## config.mk

```make
export PLATFORM = sky130hd
export DESIGN_NAME = gpio_port
export DESIGN_NICKNAME = d
export VERILOG_FILES = /design/src/core/gpio_port_pkg.sv /design/src/core/gpio_port.sv
export SDC_FILE = /design/constraint.sdc
export NUM_CORES = 1
export LEC_CHECK = 0
export BUFFER_PORTS_ARGS = -buffer_cell sky130_fd_sc_hd__buf_2
export CORE_MARGIN = 2
export CORE_UTILIZATION = 44
export DETAILED_ROUTE_END_ITERATION = 12
export GPL_ROUTABILITY_DRIVEN = 0
export PLACE_DENSITY = 0.8
export SLEW_MARGIN = 5
export SYNTH_ARGS = -nofsm -noshare
export SYNTH_HDL_FRONTEND = slang
export SYNTH_SLANG_ARGS = --single-unit
```

## constraint.sdc

```tcl
create_clock -name aclk -period 1.5 [get_ports aclk]
set_clock_uncertainty 0.1 [all_clocks]
set_input_delay 0.15 -clock aclk [delete_from_list [all_inputs] [get_ports aclk]]
set_output_delay 0.15 -clock aclk [all_outputs]
set_load 0.005 [all_outputs]
```

## src/core/gpio_port_pkg.sv

```systemverilog
/*
 * Package for the eight-pin general-purpose port: register map, field
 * positions, reset values and the bus response codes.
 * Assumes a 32-bit AXI4-Lite register bus with word-aligned registers.
 */
`default_nettype none
package gpio_port_pkg;
  localparam int unsigned PIN_COUNT        = 8;
  localparam int unsigned ADDR_WIDTH       = 8;
  // Register byte offsets
  localparam logic [7:0]  DATA_LATCH_OFF   = 8'h00;
  localparam logic [7:0]  DIRECTION_OFF    = 8'h04;
  localparam logic [7:0]  PULLUP_OFF       = 8'h08;
  localparam logic [7:0]  STANDBY_CTRL_OFF = 8'h0c;
  localparam logic [7:0]  IRQ_ENABLE_OFF   = 8'h10;
  localparam logic [7:0]  DATA_RMW_OFF     = 8'h14;
  // Standby control fields
  localparam int unsigned STBY_PIN_STATE_BIT = 0;
  localparam int unsigned STBY_MODE_BIT      = 1;
  localparam int unsigned STBY_WIDTH         = 2;
  // Reset values
  localparam logic [7:0]  DATA_LATCH_RST   = 8'h00;
  localparam logic [7:0]  DIRECTION_RST    = 8'h00;
  localparam logic [7:0]  PULLUP_RST       = 8'h00;
  localparam logic [1:0]  STBY_RST         = 2'h0;
  localparam logic [7:0]  IRQ_ENABLE_RST   = 8'h00;
  // Pins that can wake through the pin-selection circuit: 1, 3, 5
  localparam logic [7:0]  SEL_IRQ_PINS     = 8'h2a;
  // Pins with the dedicated external interrupt lines eight, nine: 7, 6
  localparam logic [7:0]  EXT_IRQ_PINS     = 8'hc0;
  // Pins with open-drain output stage; none by default
  localparam logic [7:0]  OPEN_DRAIN_PINS  = 8'h00;
  // Pins with pull-up hardware; pin 0 has none
  localparam logic [7:0]  PULLUP_PRESENT   = 8'hfe;
  localparam logic [1:0]  RESP_OKAY        = 2'h0;
  localparam logic [1:0]  RESP_SLVERR      = 2'h2;
endpackage
`default_nettype wire

```

## src/core/gpio_port.sv

```systemverilog
/*
 * Eight-pin general-purpose port with AXI4-Lite register access,
 * peripheral pin override, pull-up control and standby pin blocking.
 * Assumes pins, peripheral and standby inputs are synchronous to aclk.
 */
// Our own choices: register access over AXI4-Lite and the register offsets.
`default_nettype none
module gpio_port #(
  parameter int unsigned PINS = gpio_port_pkg::PIN_COUNT
) (
  input  wire  logic        aclk,
  input  wire  logic        aresetn,
  input  wire  logic [7:0]  s_axi_awaddr,
  input  wire  logic [2:0]  s_axi_awprot,
  input  wire  logic        s_axi_awvalid,
  output logic              s_axi_awready,
  input  wire  logic [31:0] s_axi_wdata,
  input  wire  logic [3:0]  s_axi_wstrb,
  input  wire  logic        s_axi_wvalid,
  output logic              s_axi_wready,
  output logic [1:0]        s_axi_bresp,
  output logic              s_axi_bvalid,
  input  wire  logic        s_axi_bready,
  input  wire  logic [7:0]  s_axi_araddr,
  input  wire  logic [2:0]  s_axi_arprot,
  input  wire  logic        s_axi_arvalid,
  output logic              s_axi_arready,
  output logic [31:0]       s_axi_rdata,
  output logic [1:0]        s_axi_rresp,
  output logic              s_axi_rvalid,
  input  wire  logic        s_axi_rready,
  input  wire  logic [7:0]  pin_in,
  output logic [7:0]        pin_out,
  output logic [7:0]        pin_oe_n,
  output logic [7:0]        pin_pullup_on,
  input  wire  logic [7:0]  periph_out,
  input  wire  logic [7:0]  periph_oe,
  input  wire  logic        standby_entered,
  output logic [7:0]        periph_in,
  output logic [7:0]        ext_irq_level
);
  // Register fields are fixed at eight bits, so no other count fits
  if (PINS != gpio_port_pkg::PIN_COUNT) begin : g_pins_chk
    $error("gpio_port serves exactly eight pins");
  end

  logic [7:0] port_one_data_latch_reg;
  logic [7:0] port_one_direction_reg;
  logic [7:0] port_one_pullup_enable_reg;
  logic [1:0] standby_control_register_reg;
  logic [7:0] irq_enable_reg;
  logic [7:0] awaddr_reg;
  logic       aw_held_reg;
  logic [31:0] wdata_reg;
  logic [3:0] wstrb_reg;
  logic       w_held_reg;
  logic       blocking;
  logic [7:0] input_live;
  logic [7:0] drive_en;
  logic [7:0] drive_val;
  logic [7:0] gated_in;
  logic [7:0] read_normal;
  logic       do_write;
  logic [31:0] rdata_next;
  logic [1:0] rresp_next;

  // Standby blocking only when pin-state bit set
  assign blocking = standby_entered &&
    standby_control_register_reg[gpio_port_pkg::STBY_PIN_STATE_BIT];
  // Wake-capable pins with their interrupt enable bit set stay live while blocked
  assign input_live = ~{8{blocking}} | (irq_enable_reg &
    (gpio_port_pkg::SEL_IRQ_PINS | gpio_port_pkg::EXT_IRQ_PINS));
  assign gated_in = pin_in & input_live;

  always_comb begin
    drive_en  = 8'h00;
    drive_val = 8'h00;
    for (int i = 0; i < 8; i++) begin
      // Per-pin selection; no pin affects another
      if (periph_oe[i]) begin
        drive_en[i]  = 1'b1;
        drive_val[i] = periph_out[i];
      end else if (port_one_direction_reg[i]) begin
        drive_en[i]  = 1'b1;
        drive_val[i] = port_one_data_latch_reg[i];
      end
      // Open-drain pins are released instead of driving high
      if (gpio_port_pkg::OPEN_DRAIN_PINS[i] && drive_val[i]) begin
        drive_en[i] = 1'b0;
      end
      if (blocking) begin
        drive_en[i] = 1'b0;
      end
    end
  end

  // Pin stage registered so outputs come from flip-flops
  always_ff @(posedge aclk) begin
    if (!aresetn) begin
      pin_out       <= 8'h00;
      pin_oe_n      <= 8'hff;
      pin_pullup_on <= 8'h00;
      periph_in     <= 8'h00;
      ext_irq_level <= 8'h00;
    end else begin
      pin_out  <= drive_val;
      pin_oe_n <= ~drive_en;
      // Pull-up dropped when driving low
      pin_pullup_on <= port_one_pullup_enable_reg &
        gpio_port_pkg::PULLUP_PRESENT & ~(drive_en & ~drive_val);
      periph_in     <= gated_in;
      ext_irq_level <= gated_in;
    end
  end

  // Output pins read the latch, others read the pin
  // Peripheral-driven pins read pin level
  assign read_normal = (port_one_direction_reg & ~periph_oe &
    port_one_data_latch_reg) | ((~port_one_direction_reg | periph_oe) &
    gated_in);

  // Write channel: address and data accepted in either order
  assign do_write = aw_held_reg && w_held_reg && !s_axi_bvalid;
  assign s_axi_awready = !aw_held_reg && aresetn;
  assign s_axi_wready  = !w_held_reg && aresetn;

  always_ff @(posedge aclk) begin
    if (!aresetn) begin
      aw_held_reg <= 1'b0;
      awaddr_reg  <= 8'h00;
    end else if (s_axi_awvalid && s_axi_awready) begin
      aw_held_reg <= 1'b1;
      awaddr_reg  <= s_axi_awaddr;
    end else if (do_write) begin
      aw_held_reg <= 1'b0;
    end
  end

  always_ff @(posedge aclk) begin
    if (!aresetn) begin
      w_held_reg <= 1'b0;
      wdata_reg  <= 32'h0000_0000;
      wstrb_reg  <= 4'h0;
    end else if (s_axi_wvalid && s_axi_wready) begin
      w_held_reg <= 1'b1;
      wdata_reg  <= s_axi_wdata;
      wstrb_reg  <= s_axi_wstrb;
    end else if (do_write) begin
      w_held_reg <= 1'b0;
    end
  end

  always_ff @(posedge aclk) begin
    if (!aresetn) begin
      s_axi_bvalid <= 1'b0;
      s_axi_bresp  <= gpio_port_pkg::RESP_OKAY;
    end else if (do_write) begin
      s_axi_bvalid <= 1'b1;
      unique case (awaddr_reg & 8'hfc)
        gpio_port_pkg::DATA_LATCH_OFF, gpio_port_pkg::DIRECTION_OFF,
        gpio_port_pkg::PULLUP_OFF, gpio_port_pkg::STANDBY_CTRL_OFF,
        gpio_port_pkg::IRQ_ENABLE_OFF, gpio_port_pkg::DATA_RMW_OFF:
          s_axi_bresp <= gpio_port_pkg::RESP_OKAY;
        default: s_axi_bresp <= gpio_port_pkg::RESP_SLVERR;
      endcase
    end else if (s_axi_bready) begin
      s_axi_bvalid <= 1'b0;
    end
  end

  // Register file; only byte lane 0 carries data
  always_ff @(posedge aclk) begin
    if (!aresetn) begin
      port_one_data_latch_reg <= gpio_port_pkg::DATA_LATCH_RST;
      port_one_direction_reg  <= gpio_port_pkg::DIRECTION_RST;
      port_one_pullup_enable_reg   <= gpio_port_pkg::PULLUP_RST;
      standby_control_register_reg <= gpio_port_pkg::STBY_RST;
      irq_enable_reg <= gpio_port_pkg::IRQ_ENABLE_RST;
    end else if (do_write && wstrb_reg[0]) begin
      unique case (awaddr_reg & 8'hfc)
        gpio_port_pkg::DATA_LATCH_OFF, gpio_port_pkg::DATA_RMW_OFF:
          port_one_data_latch_reg <= wdata_reg[7:0];
        gpio_port_pkg::DIRECTION_OFF:
          port_one_direction_reg <= wdata_reg[7:0];
        gpio_port_pkg::PULLUP_OFF:
          port_one_pullup_enable_reg <= wdata_reg[7:0];
        gpio_port_pkg::STANDBY_CTRL_OFF:
          standby_control_register_reg <=
            wdata_reg[gpio_port_pkg::STBY_WIDTH-1:0];
        gpio_port_pkg::IRQ_ENABLE_OFF:
          irq_enable_reg <= wdata_reg[7:0];
        default: ;
      endcase
    end
  end

  // Read path
  assign s_axi_arready = !s_axi_rvalid && aresetn;

  always_comb begin
    rdata_next = 32'h0000_0000;
    rresp_next = gpio_port_pkg::RESP_OKAY;
    unique case (s_axi_araddr & 8'hfc)
      gpio_port_pkg::DATA_LATCH_OFF:
        rdata_next[7:0] = read_normal;
      gpio_port_pkg::DATA_RMW_OFF:
        rdata_next[7:0] = port_one_data_latch_reg;
      gpio_port_pkg::DIRECTION_OFF:
        rdata_next[7:0] = port_one_direction_reg;
      gpio_port_pkg::PULLUP_OFF:
        rdata_next[7:0] = port_one_pullup_enable_reg;
      gpio_port_pkg::STANDBY_CTRL_OFF:
        rdata_next[1:0] = standby_control_register_reg;
      gpio_port_pkg::IRQ_ENABLE_OFF:
        rdata_next[7:0] = irq_enable_reg;
      default: rresp_next = gpio_port_pkg::RESP_SLVERR;
    endcase
  end

  always_ff @(posedge aclk) begin
    if (!aresetn) begin
      s_axi_rvalid <= 1'b0;
      s_axi_rdata  <= 32'h0000_0000;
      s_axi_rresp  <= gpio_port_pkg::RESP_OKAY;
    end else if (s_axi_arvalid && s_axi_arready) begin
      s_axi_rvalid <= 1'b1;
      s_axi_rdata  <= rdata_next;
      s_axi_rresp  <= rresp_next;
    end else if (s_axi_rready) begin
      s_axi_rvalid <= 1'b0;
    end
  end

  // Assertions
  output_drive_a: assert property (@(posedge aclk) disable iff (!aresetn)
    (port_one_direction_reg[2] && !periph_oe[2] && !blocking)
      |=> (!pin_oe_n[2] && pin_out[2] == $past(port_one_data_latch_reg[2])))
    else $error("output pin not driven from latch");
  input_float_a: assert property (@(posedge aclk) disable iff (!aresetn)
    (!port_one_direction_reg[4] && !periph_oe[4]) |=> pin_oe_n[4])
    else $error("input pin driven");
  periph_drive_a: assert property (@(posedge aclk) disable iff (!aresetn)
    (periph_oe[3] && !blocking) |=> (!pin_oe_n[3] &&
      pin_out[3] == $past(periph_out[3])))
    else $error("peripheral does not drive pin");
  standby_float_a: assert property (@(posedge aclk) disable iff (!aresetn)
    blocking |=> pin_oe_n == 8'hff)
    else $error("pins driven in standby blocking");
  standby_block_a: assert property (@(posedge aclk) disable iff (!aresetn)
    (blocking && !irq_enable_reg[0]) |=> !ext_irq_level[0])
    else $error("blocked input not low");
  wake_live_a: assert property (@(posedge aclk) disable iff (!aresetn)
    (blocking && irq_enable_reg[5]) |=> ext_irq_level[5] == $past(pin_in[5]))
    else $error("wake pin input blocked");
  pullup_low_a: assert property (@(posedge aclk) disable iff (!aresetn)
    (pin_oe_n[1] == 1'b0 && pin_out[1] == 1'b0) |-> !pin_pullup_on[1])
    else $error("pull-up on while driving low");
  pin_zero_a: assert property (@(posedge aclk) disable iff (!aresetn)
    !pin_pullup_on[0])
    else $error("pin zero pull-up active");
  reset_dir_a: assert property (@(posedge aclk)
    !aresetn |=> port_one_direction_reg == 8'h00)
    else $error("direction not cleared at reset");
  rmw_read_a: assert property (@(posedge aclk) disable iff (!aresetn)
    (s_axi_arvalid && s_axi_arready &&
     (s_axi_araddr & 8'hfc) == gpio_port_pkg::DATA_RMW_OFF)
      |=> s_axi_rvalid && s_axi_rdata[7:0] == $past(port_one_data_latch_reg))
    else $error("rmw read not latch");

  // Read-back paths
  logic data_rd;
  assign data_rd = s_axi_arvalid && s_axi_arready &&
    (s_axi_araddr & 8'hfc) == gpio_port_pkg::DATA_LATCH_OFF;
  latch_read_a: assert property (
    @(posedge aclk) disable iff (!aresetn)
    (data_rd && port_one_direction_reg[2] && !periph_oe[2])
      |=> s_axi_rdata[2] == $past(port_one_data_latch_reg[2]))
    else $error("output pin read not latch");
  pin_read_a: assert property (
    @(posedge aclk) disable iff (!aresetn)
    (data_rd && !port_one_direction_reg[4] && !periph_oe[4] && !blocking)
      |=> s_axi_rdata[4] == $past(pin_in[4]))
    else $error("input pin read not pin level");
  periph_read_a: assert property (
    @(posedge aclk) disable iff (!aresetn)
    (data_rd && periph_oe[3] && !blocking)
      |=> s_axi_rdata[3] == $past(pin_in[3]))
    else $error("peripheral pin read not pin level");
  periph_in_a: assert property (
    @(posedge aclk) disable iff (!aresetn)
    !blocking
      |=> periph_in == $past(pin_in))
    else $error("peripheral input not pin level");
  irq_level_a: assert property (
    @(posedge aclk) disable iff (!aresetn)
    !blocking
      |=> ext_irq_level == $past(pin_in))
    else $error("interrupt level not pin level");
  standby_hold_a: assert property (
    @(posedge aclk) disable iff (!aresetn)
    (standby_entered &&
     !standby_control_register_reg[gpio_port_pkg::STBY_PIN_STATE_BIT] &&
     port_one_direction_reg[6] && !periph_oe[6]) |=> !pin_oe_n[6])
    else $error("output released in standby with bit clear");
  // Register writes
  latch_write_a: assert property (
    @(posedge aclk) disable iff (!aresetn)
    (do_write && wstrb_reg[0] &&
     (awaddr_reg & 8'hfc) == gpio_port_pkg::DATA_LATCH_OFF)
      |=> port_one_data_latch_reg == $past(wdata_reg[7:0]))
    else $error("latch write lost");
  dir_write_a: assert property (
    @(posedge aclk) disable iff (!aresetn)
    (do_write && wstrb_reg[0] &&
     (awaddr_reg & 8'hfc) == gpio_port_pkg::DIRECTION_OFF)
      |=> port_one_direction_reg == $past(wdata_reg[7:0]))
    else $error("direction write lost");
  pullup_on_a: assert property (
    @(posedge aclk) disable iff (!aresetn)
    (port_one_pullup_enable_reg[5] && !port_one_direction_reg[5] &&
     !periph_oe[5]) |=> pin_pullup_on[5])
    else $error("pull-up not connected");
  // Bus handshake
  write_resp_a: assert property (
    @(posedge aclk) disable iff (!aresetn)
    do_write
      |=> s_axi_bvalid)
    else $error("write response missing");
  bvalid_hold_a: assert property (
    @(posedge aclk) disable iff (!aresetn)
    (s_axi_bvalid && !s_axi_bready)
      |=> s_axi_bvalid)
    else $error("write response dropped");
  read_resp_a: assert property (
    @(posedge aclk) disable iff (!aresetn)
    (s_axi_arvalid && s_axi_arready)
      |=> s_axi_rvalid)
    else $error("read response missing");
  rvalid_hold_a: assert property (
    @(posedge aclk) disable iff (!aresetn)
    (s_axi_rvalid && !s_axi_rready)
      |=> s_axi_rvalid)
    else $error("read response dropped");
  rdata_upper_a: assert property (
    @(posedge aclk) disable iff (!aresetn)
    s_axi_rvalid
      |-> s_axi_rdata[31:8] == 24'h00_0000)
    else $error("upper read bits not zero");

  write_cov: cover property (@(posedge aclk) disable iff (!aresetn)
    do_write);
  rmw_cov: cover property (@(posedge aclk) disable iff (!aresetn)
    s_axi_arvalid && s_axi_arready &&
    (s_axi_araddr & 8'hfc) == gpio_port_pkg::DATA_RMW_OFF);
  read_cov: cover property (@(posedge aclk) disable iff (!aresetn)
    s_axi_rvalid && s_axi_rready);
  standby_cov: cover property (@(posedge aclk) disable iff (!aresetn)
    blocking);
  periph_cov: cover property (@(posedge aclk) disable iff (!aresetn)
    |periph_oe);
endmodule
`default_nettype wire

```

; ---- After elaboration in Yosys (flattened, before gate mapping)
; Cells that the tools add are included.
[op_classes]
n_eq_ne = 10
n_addsub = 0
div_mod_pow = 0
n_shift = 0
n_reduce_logical = 28
magnitude_cmp = 0
n_bitwise = 15
muxes = 51
n_mul = 0
[ops]
columns = op, count
row1 = AND 8 bit, 6
row2 = NOT 8 bit, 6
row3 = 2-to-1 mux 1 bit, 47
row4 = one-hot mux 6 bit (5 select lines), 1
row5 = == test 6 x 2 -> 1 bit (second input constant), 4
row6 = == test 6 x 3 -> 1 bit (second input constant), 4
row7 = OR 8 bit, 3
row8 = logical NOT 8 bit, 2
row9 = == test 6 x 1 -> 1 bit (second input constant), 2
row10 = one-hot mux 2 bit (6 select lines), 1
row11 = OR reduction 6 bit, 2
row12 = logical AND 1 bit, 10
row13 = AND reduction 2 bit, 5
row14 = nonzero test 2 bit, 4
row15 = logical NOT 1 bit, 4
row16 = 2-to-1 mux 2 bit, 2
row17 = OR reduction 2 bit, 1
[word_totals]
romBits = 0
ram_bits = 0
latch_bits = 0
ff_bits = 99
memories = 0

; ---- Logic depth before layout (Yosys ltp)
[logic_depth]
ltp_word = 7
mapped_depth = 6
depth_no_buf = 4

; ---- Worst setup path before layout
; OpenSTA, ideal clock, no wires.
[synth_path]
path_type = flip-flop to flip-flop
start = register s_axi_bvalid
end = register irq_enable_reg[0]
arrival_ps = 1458
path_slack_ps = -130
required_time_ps = 1328
stages_incl_launch_ff = 7
setup_ps = 72
path_cell_list = dfxtp_1 -> and3b_1 -> buf_2 -> nand3_4 -> nor4b_1 -> buf_2 -> mux2i_1
[synth_via]
elab_chain_len = 4
[synth_lines]
columns = element, line_no
row1 = "start, declared", gpio_port.sv:22  ; output logic s_axi_bvalid,
row2 = "start signal, assigned", gpio_port.sv:155  ; s_axi_bvalid <= 1'b0;
row3 = "start signal, assigned", gpio_port.sv:158  ; s_axi_bvalid <= 1'b1;
row4 = "start signal, assigned", gpio_port.sv:167  ; s_axi_bvalid <= 1'b0;
row5 = logical NOT 1 bit, gpio_port.sv:123  ; assign do_write = aw_held_reg && w_held_reg && !s_axi_bvalid;
row6 = logical AND 1 bit, gpio_port.sv:123
row7 = logical AND 1 bit, gpio_port.sv:179  ; end else if (do_write && wstrb_reg[0]) begin
row8 = AND reduction 2 bit (no source line), --
row9 = "end signal, assigned", gpio_port.sv:178  ; irq_enable_reg <= gpio_port_pkg::IRQ_ENABLE_RST;
row10 = "end signal, assigned", gpio_port.sv:191  ; irq_enable_reg <= wdata_reg[7:0];
row11 = "end, declared", gpio_port.sv:51  ; logic [7:0] irq_enable_reg;
; No other way between the ends.
; A chain may end at the register's enable or synchronous reset.

; ---- Final worst setup path
[layout_path]
start = register awaddr_reg[7]
end = register irq_enable_reg[1]
[layout_via]
elab_chain_len = 2
[layout_lines]
columns = element, line_no
row1 = "start, declared", gpio_port.sv:52  ; logic [7:0] awaddr_reg;
row2 = "start signal, assigned", gpio_port.sv:133  ; awaddr_reg <= s_axi_awaddr;
row3 = == test 6 x 3 -> 1 bit, gpio_port.sv:180  ; unique case (awaddr_reg & 8'hfc)
row4 = AND reduction 2 bit (no source line), --
; No other way between the ends.

==> results_dict.tcl <==
set metrics [dict create \
    grt_util_all_layers_pct 21.43 \
    seq_area_frac_synth_pct 44.35 \
    synth_top_area_share_pct 44.35 \
    cts.sinks 94 \
    drive_gt1_share_pct 30.55 \
    tightest_slew_ns 0.5378 \
    hold_viol 0 \
    dp_worst_setup_slack_ns -0.2571 \
    violations "setup timing" \
    critical_path_class "register to register" \
    fin_setup_tns_ns -1.274 \
    worstPathArrival_ns 1.76 \
    outcome "complete, but fails checks" \
    drc 0 \
    syn_area_per_cell_um2 9.204 \
    synth_area_um2 4243 \
    fin_nets 721 \
    fillers 784 \
    relSlewSlack_pct 64.15 \
    rsz0062_at_grt "true" \
    slew_viol_final 0 \
    drv_cap 0 \
    synth_ff_type "dfxtp_1" \
    hpwl_um 7746 \
    synth_top_area_cell "dfxtp_1" \
    power_leakage_nw 2.351 \
    final_area_um2 5739 \
    synth_seq_cells 94 \
    std_cell_rows 35 \
    synth_common_cells "dfxtp_1 (94), nand2_1 (64), mux2i_1 (44), buf_4 (35), a21oi_1 (29)" \
    io_pins 171 \
    synth_edf_count 0 \
    crit_required_ns 1.67 \
    port_buffers 106 \
    worstHoldPathType "input port to register" \
    critical_path.max_fanout 8 \
    start_util_pct 45.70 \
    drt_wl_total_um 11000 \
    grt_max_degree 44 \
    whs_ns 0.01558 \
    fp.coreArea_um2 9284 \
    grt_overflow 0 \
    powerDensity_nw_per_um2 817.0 \
    antenna_found_initial 0 \
    clock_latency_ns 0.35 \
    drt-wirelength-per-cell_um 14.40 \
    max_freq_mhz 629.4 \
    antenna_left 0 \
    diodes 0 \
    synth_area_leaders "dfxtp_1 (44%), mux2i_1 (10%), buf_4 (6.2%), nand2_1 (5.7%), a21oi_1 (3.4%)" \
    clock-root-buffer "clkbuf_8" \
    timing.final.crit_share_pct 105.9 \
    htree_levels 3 \
    clock_path_buffers 2 \
    setup_viol 33 \
    synth_warnings 0 \
    cts_tree "built" \
    route.vias.total 3867 \
    cts_buffers 9 \
    vdd_drop_max_v 0.0005542 \
    start_kind "register" \
    ys_async_sr_fraction_pct 0 \
    via_per_inst 5.062 \
    syn_inst 461 \
    placed_area_um2 5055 \
    clk_pin_slew_ns 0.09 \
    area_growth_pct 35.27 \
    grt_pass1_vias 3787 \
    yosysUniqueCellTypes 52 \
    drt_iter0_markers 165 \
    die_area_um2 10440 \
    period_minus_slack_ns 1.589 \
    grt_pass1_wl_um 17670 \
    die_h_um 102.2 \
    worst_slack_ns -0.08872 \
    endpoint_kind "register" \
    dieWidth_um 102.2 \
    yosys.cell_count.top_type "dfxtp_1" \
    firstDrtPassIters 5 \
]
-- worst max-delay path: stages, from the launching register on --
cell and delay (ns):
dfxtp_2 0.34, nor3_4 0.23, nand3_4 0.12, nor4b_2 0.26, buf_4 0.25, mux2i_1 0.21
-- power by group --
group          internal, mW  switching, mW  leakage (nW)
logic                 0.315          0.294          1.49
registers              2.57         0.0399         0.769
clock network         0.635          0.837        0.0889
-- placed cells by master, fill, tap and decap left out, types with 3 or more instances in the layout --
| cell | n |
|---|---|
| nor3_4 | 3 |
| buf_4 | 41 |
| dfxtp_1 | 89 |
| a21oi_1 | 29 |
| nor3_2 | 3 |
| nand2_1 | 63 |
| nand3b_1 | 16 |
| clkinv_2 | 3 |
| clkbuf_8 | 10 |
| and3_1 | 4 |
| a21o_1 | 5 |
| dfxtp_2 | 5 |
| conb_1 | 27 |
| inv_1 | 6 |
| nand2b_1 | 14 |
| a32o_1 | 3 |
| nor2b_1 | 6 |
| o21ai_0 | 28 |
| a32oi_1 | 3 |
| mux2i_1 | 44 |
| nor2_1 | 22 |
| a311oi_2 | 3 |
| o221ai_1 | 4 |
| dlygate4sd3_1 | 44 |
| buf_2 | 106 |
| nor3_1 | 3 |
| o31ai_1 | 4 |
| a22oi_1 | 3 |
| buf_12 | 5 |
-- layer usage --
metal | vias to the layer above | wire length [um] | GRT usage, %
li1 | 1892 | - | -
met4 | 0 | 116 | 6.667
met2 | 168 | 5313 | 36.44
met5 | - | 0 | 0
met1 | 1794 | 4780 | 27.08
met3 | 13 | 792 | 4.993
-- through the flow --
step	utilization, %	instances	total power, mW
detailed placement	54.45	704	3.160
CTS	61.35	763	4.705
global placement	54.45	704	3.146
floorplan	-	487	2.979
global route	61.82	764	4.879
finish	61.82	764	4.689
-- logic make-up after synthesis --
kind of cell / count (synthesis) / synth area share [%]
and+or+nand+nor: 154 / 20.08
AOI/OAI and AO/OA: 97 / 14.89
DFF: 94 / 44.35
buffers and inverters: 69 / 9.732
muxes: 45 / 10.65
xor gates and xnor gates: 1 / 0.2065
other: 1 / 0.08838
-- layout make-up --
| cell class | count | area (um^2) | share of cell area (%) |
|---|---|---|---|
| sequential | 94 | 1888 | 32.90 |
| multi-input combinational | 324 | 2123 | 37.00 |
| inverter | 6 | 22.52 | 0.3924 |
| clock inverter | 4 | 23.77 | 0.4142 |
| timing repair buffer | 196 | 1379 | 24.02 |
| tap | 129 | 161.4 | 2.812 |
| clock buffer | 11 | 141.4 | 2.463 |
-- repair_timing --
item / CTS / global route
hold buffers: 44 / 0
hold endpoints to repair: 41 / 0
setup endpoints to repair: 37 / 50
gates resized for setup: 10 / 8
pin swaps: 6 / 8
buffers inserted: 0 / 1
-- worst paths after layout --
kind / end / cells after the start / start / slack, ns
worst max register to register: irq_enable_reg[1] / 5 / awaddr_reg[7] / -0.09
worst min-delay path: pin_oe_n[0] / 3 / periph_oe[0] / 0.02
worst max-delay path: irq_enable_reg[1] / 5 / awaddr_reg[7] / -0.09
worst min register to register: irq_enable_reg[0] / 2 / irq_enable_reg[0] / 0.36
Note: power is estimated with default switching activity, not from simulation.
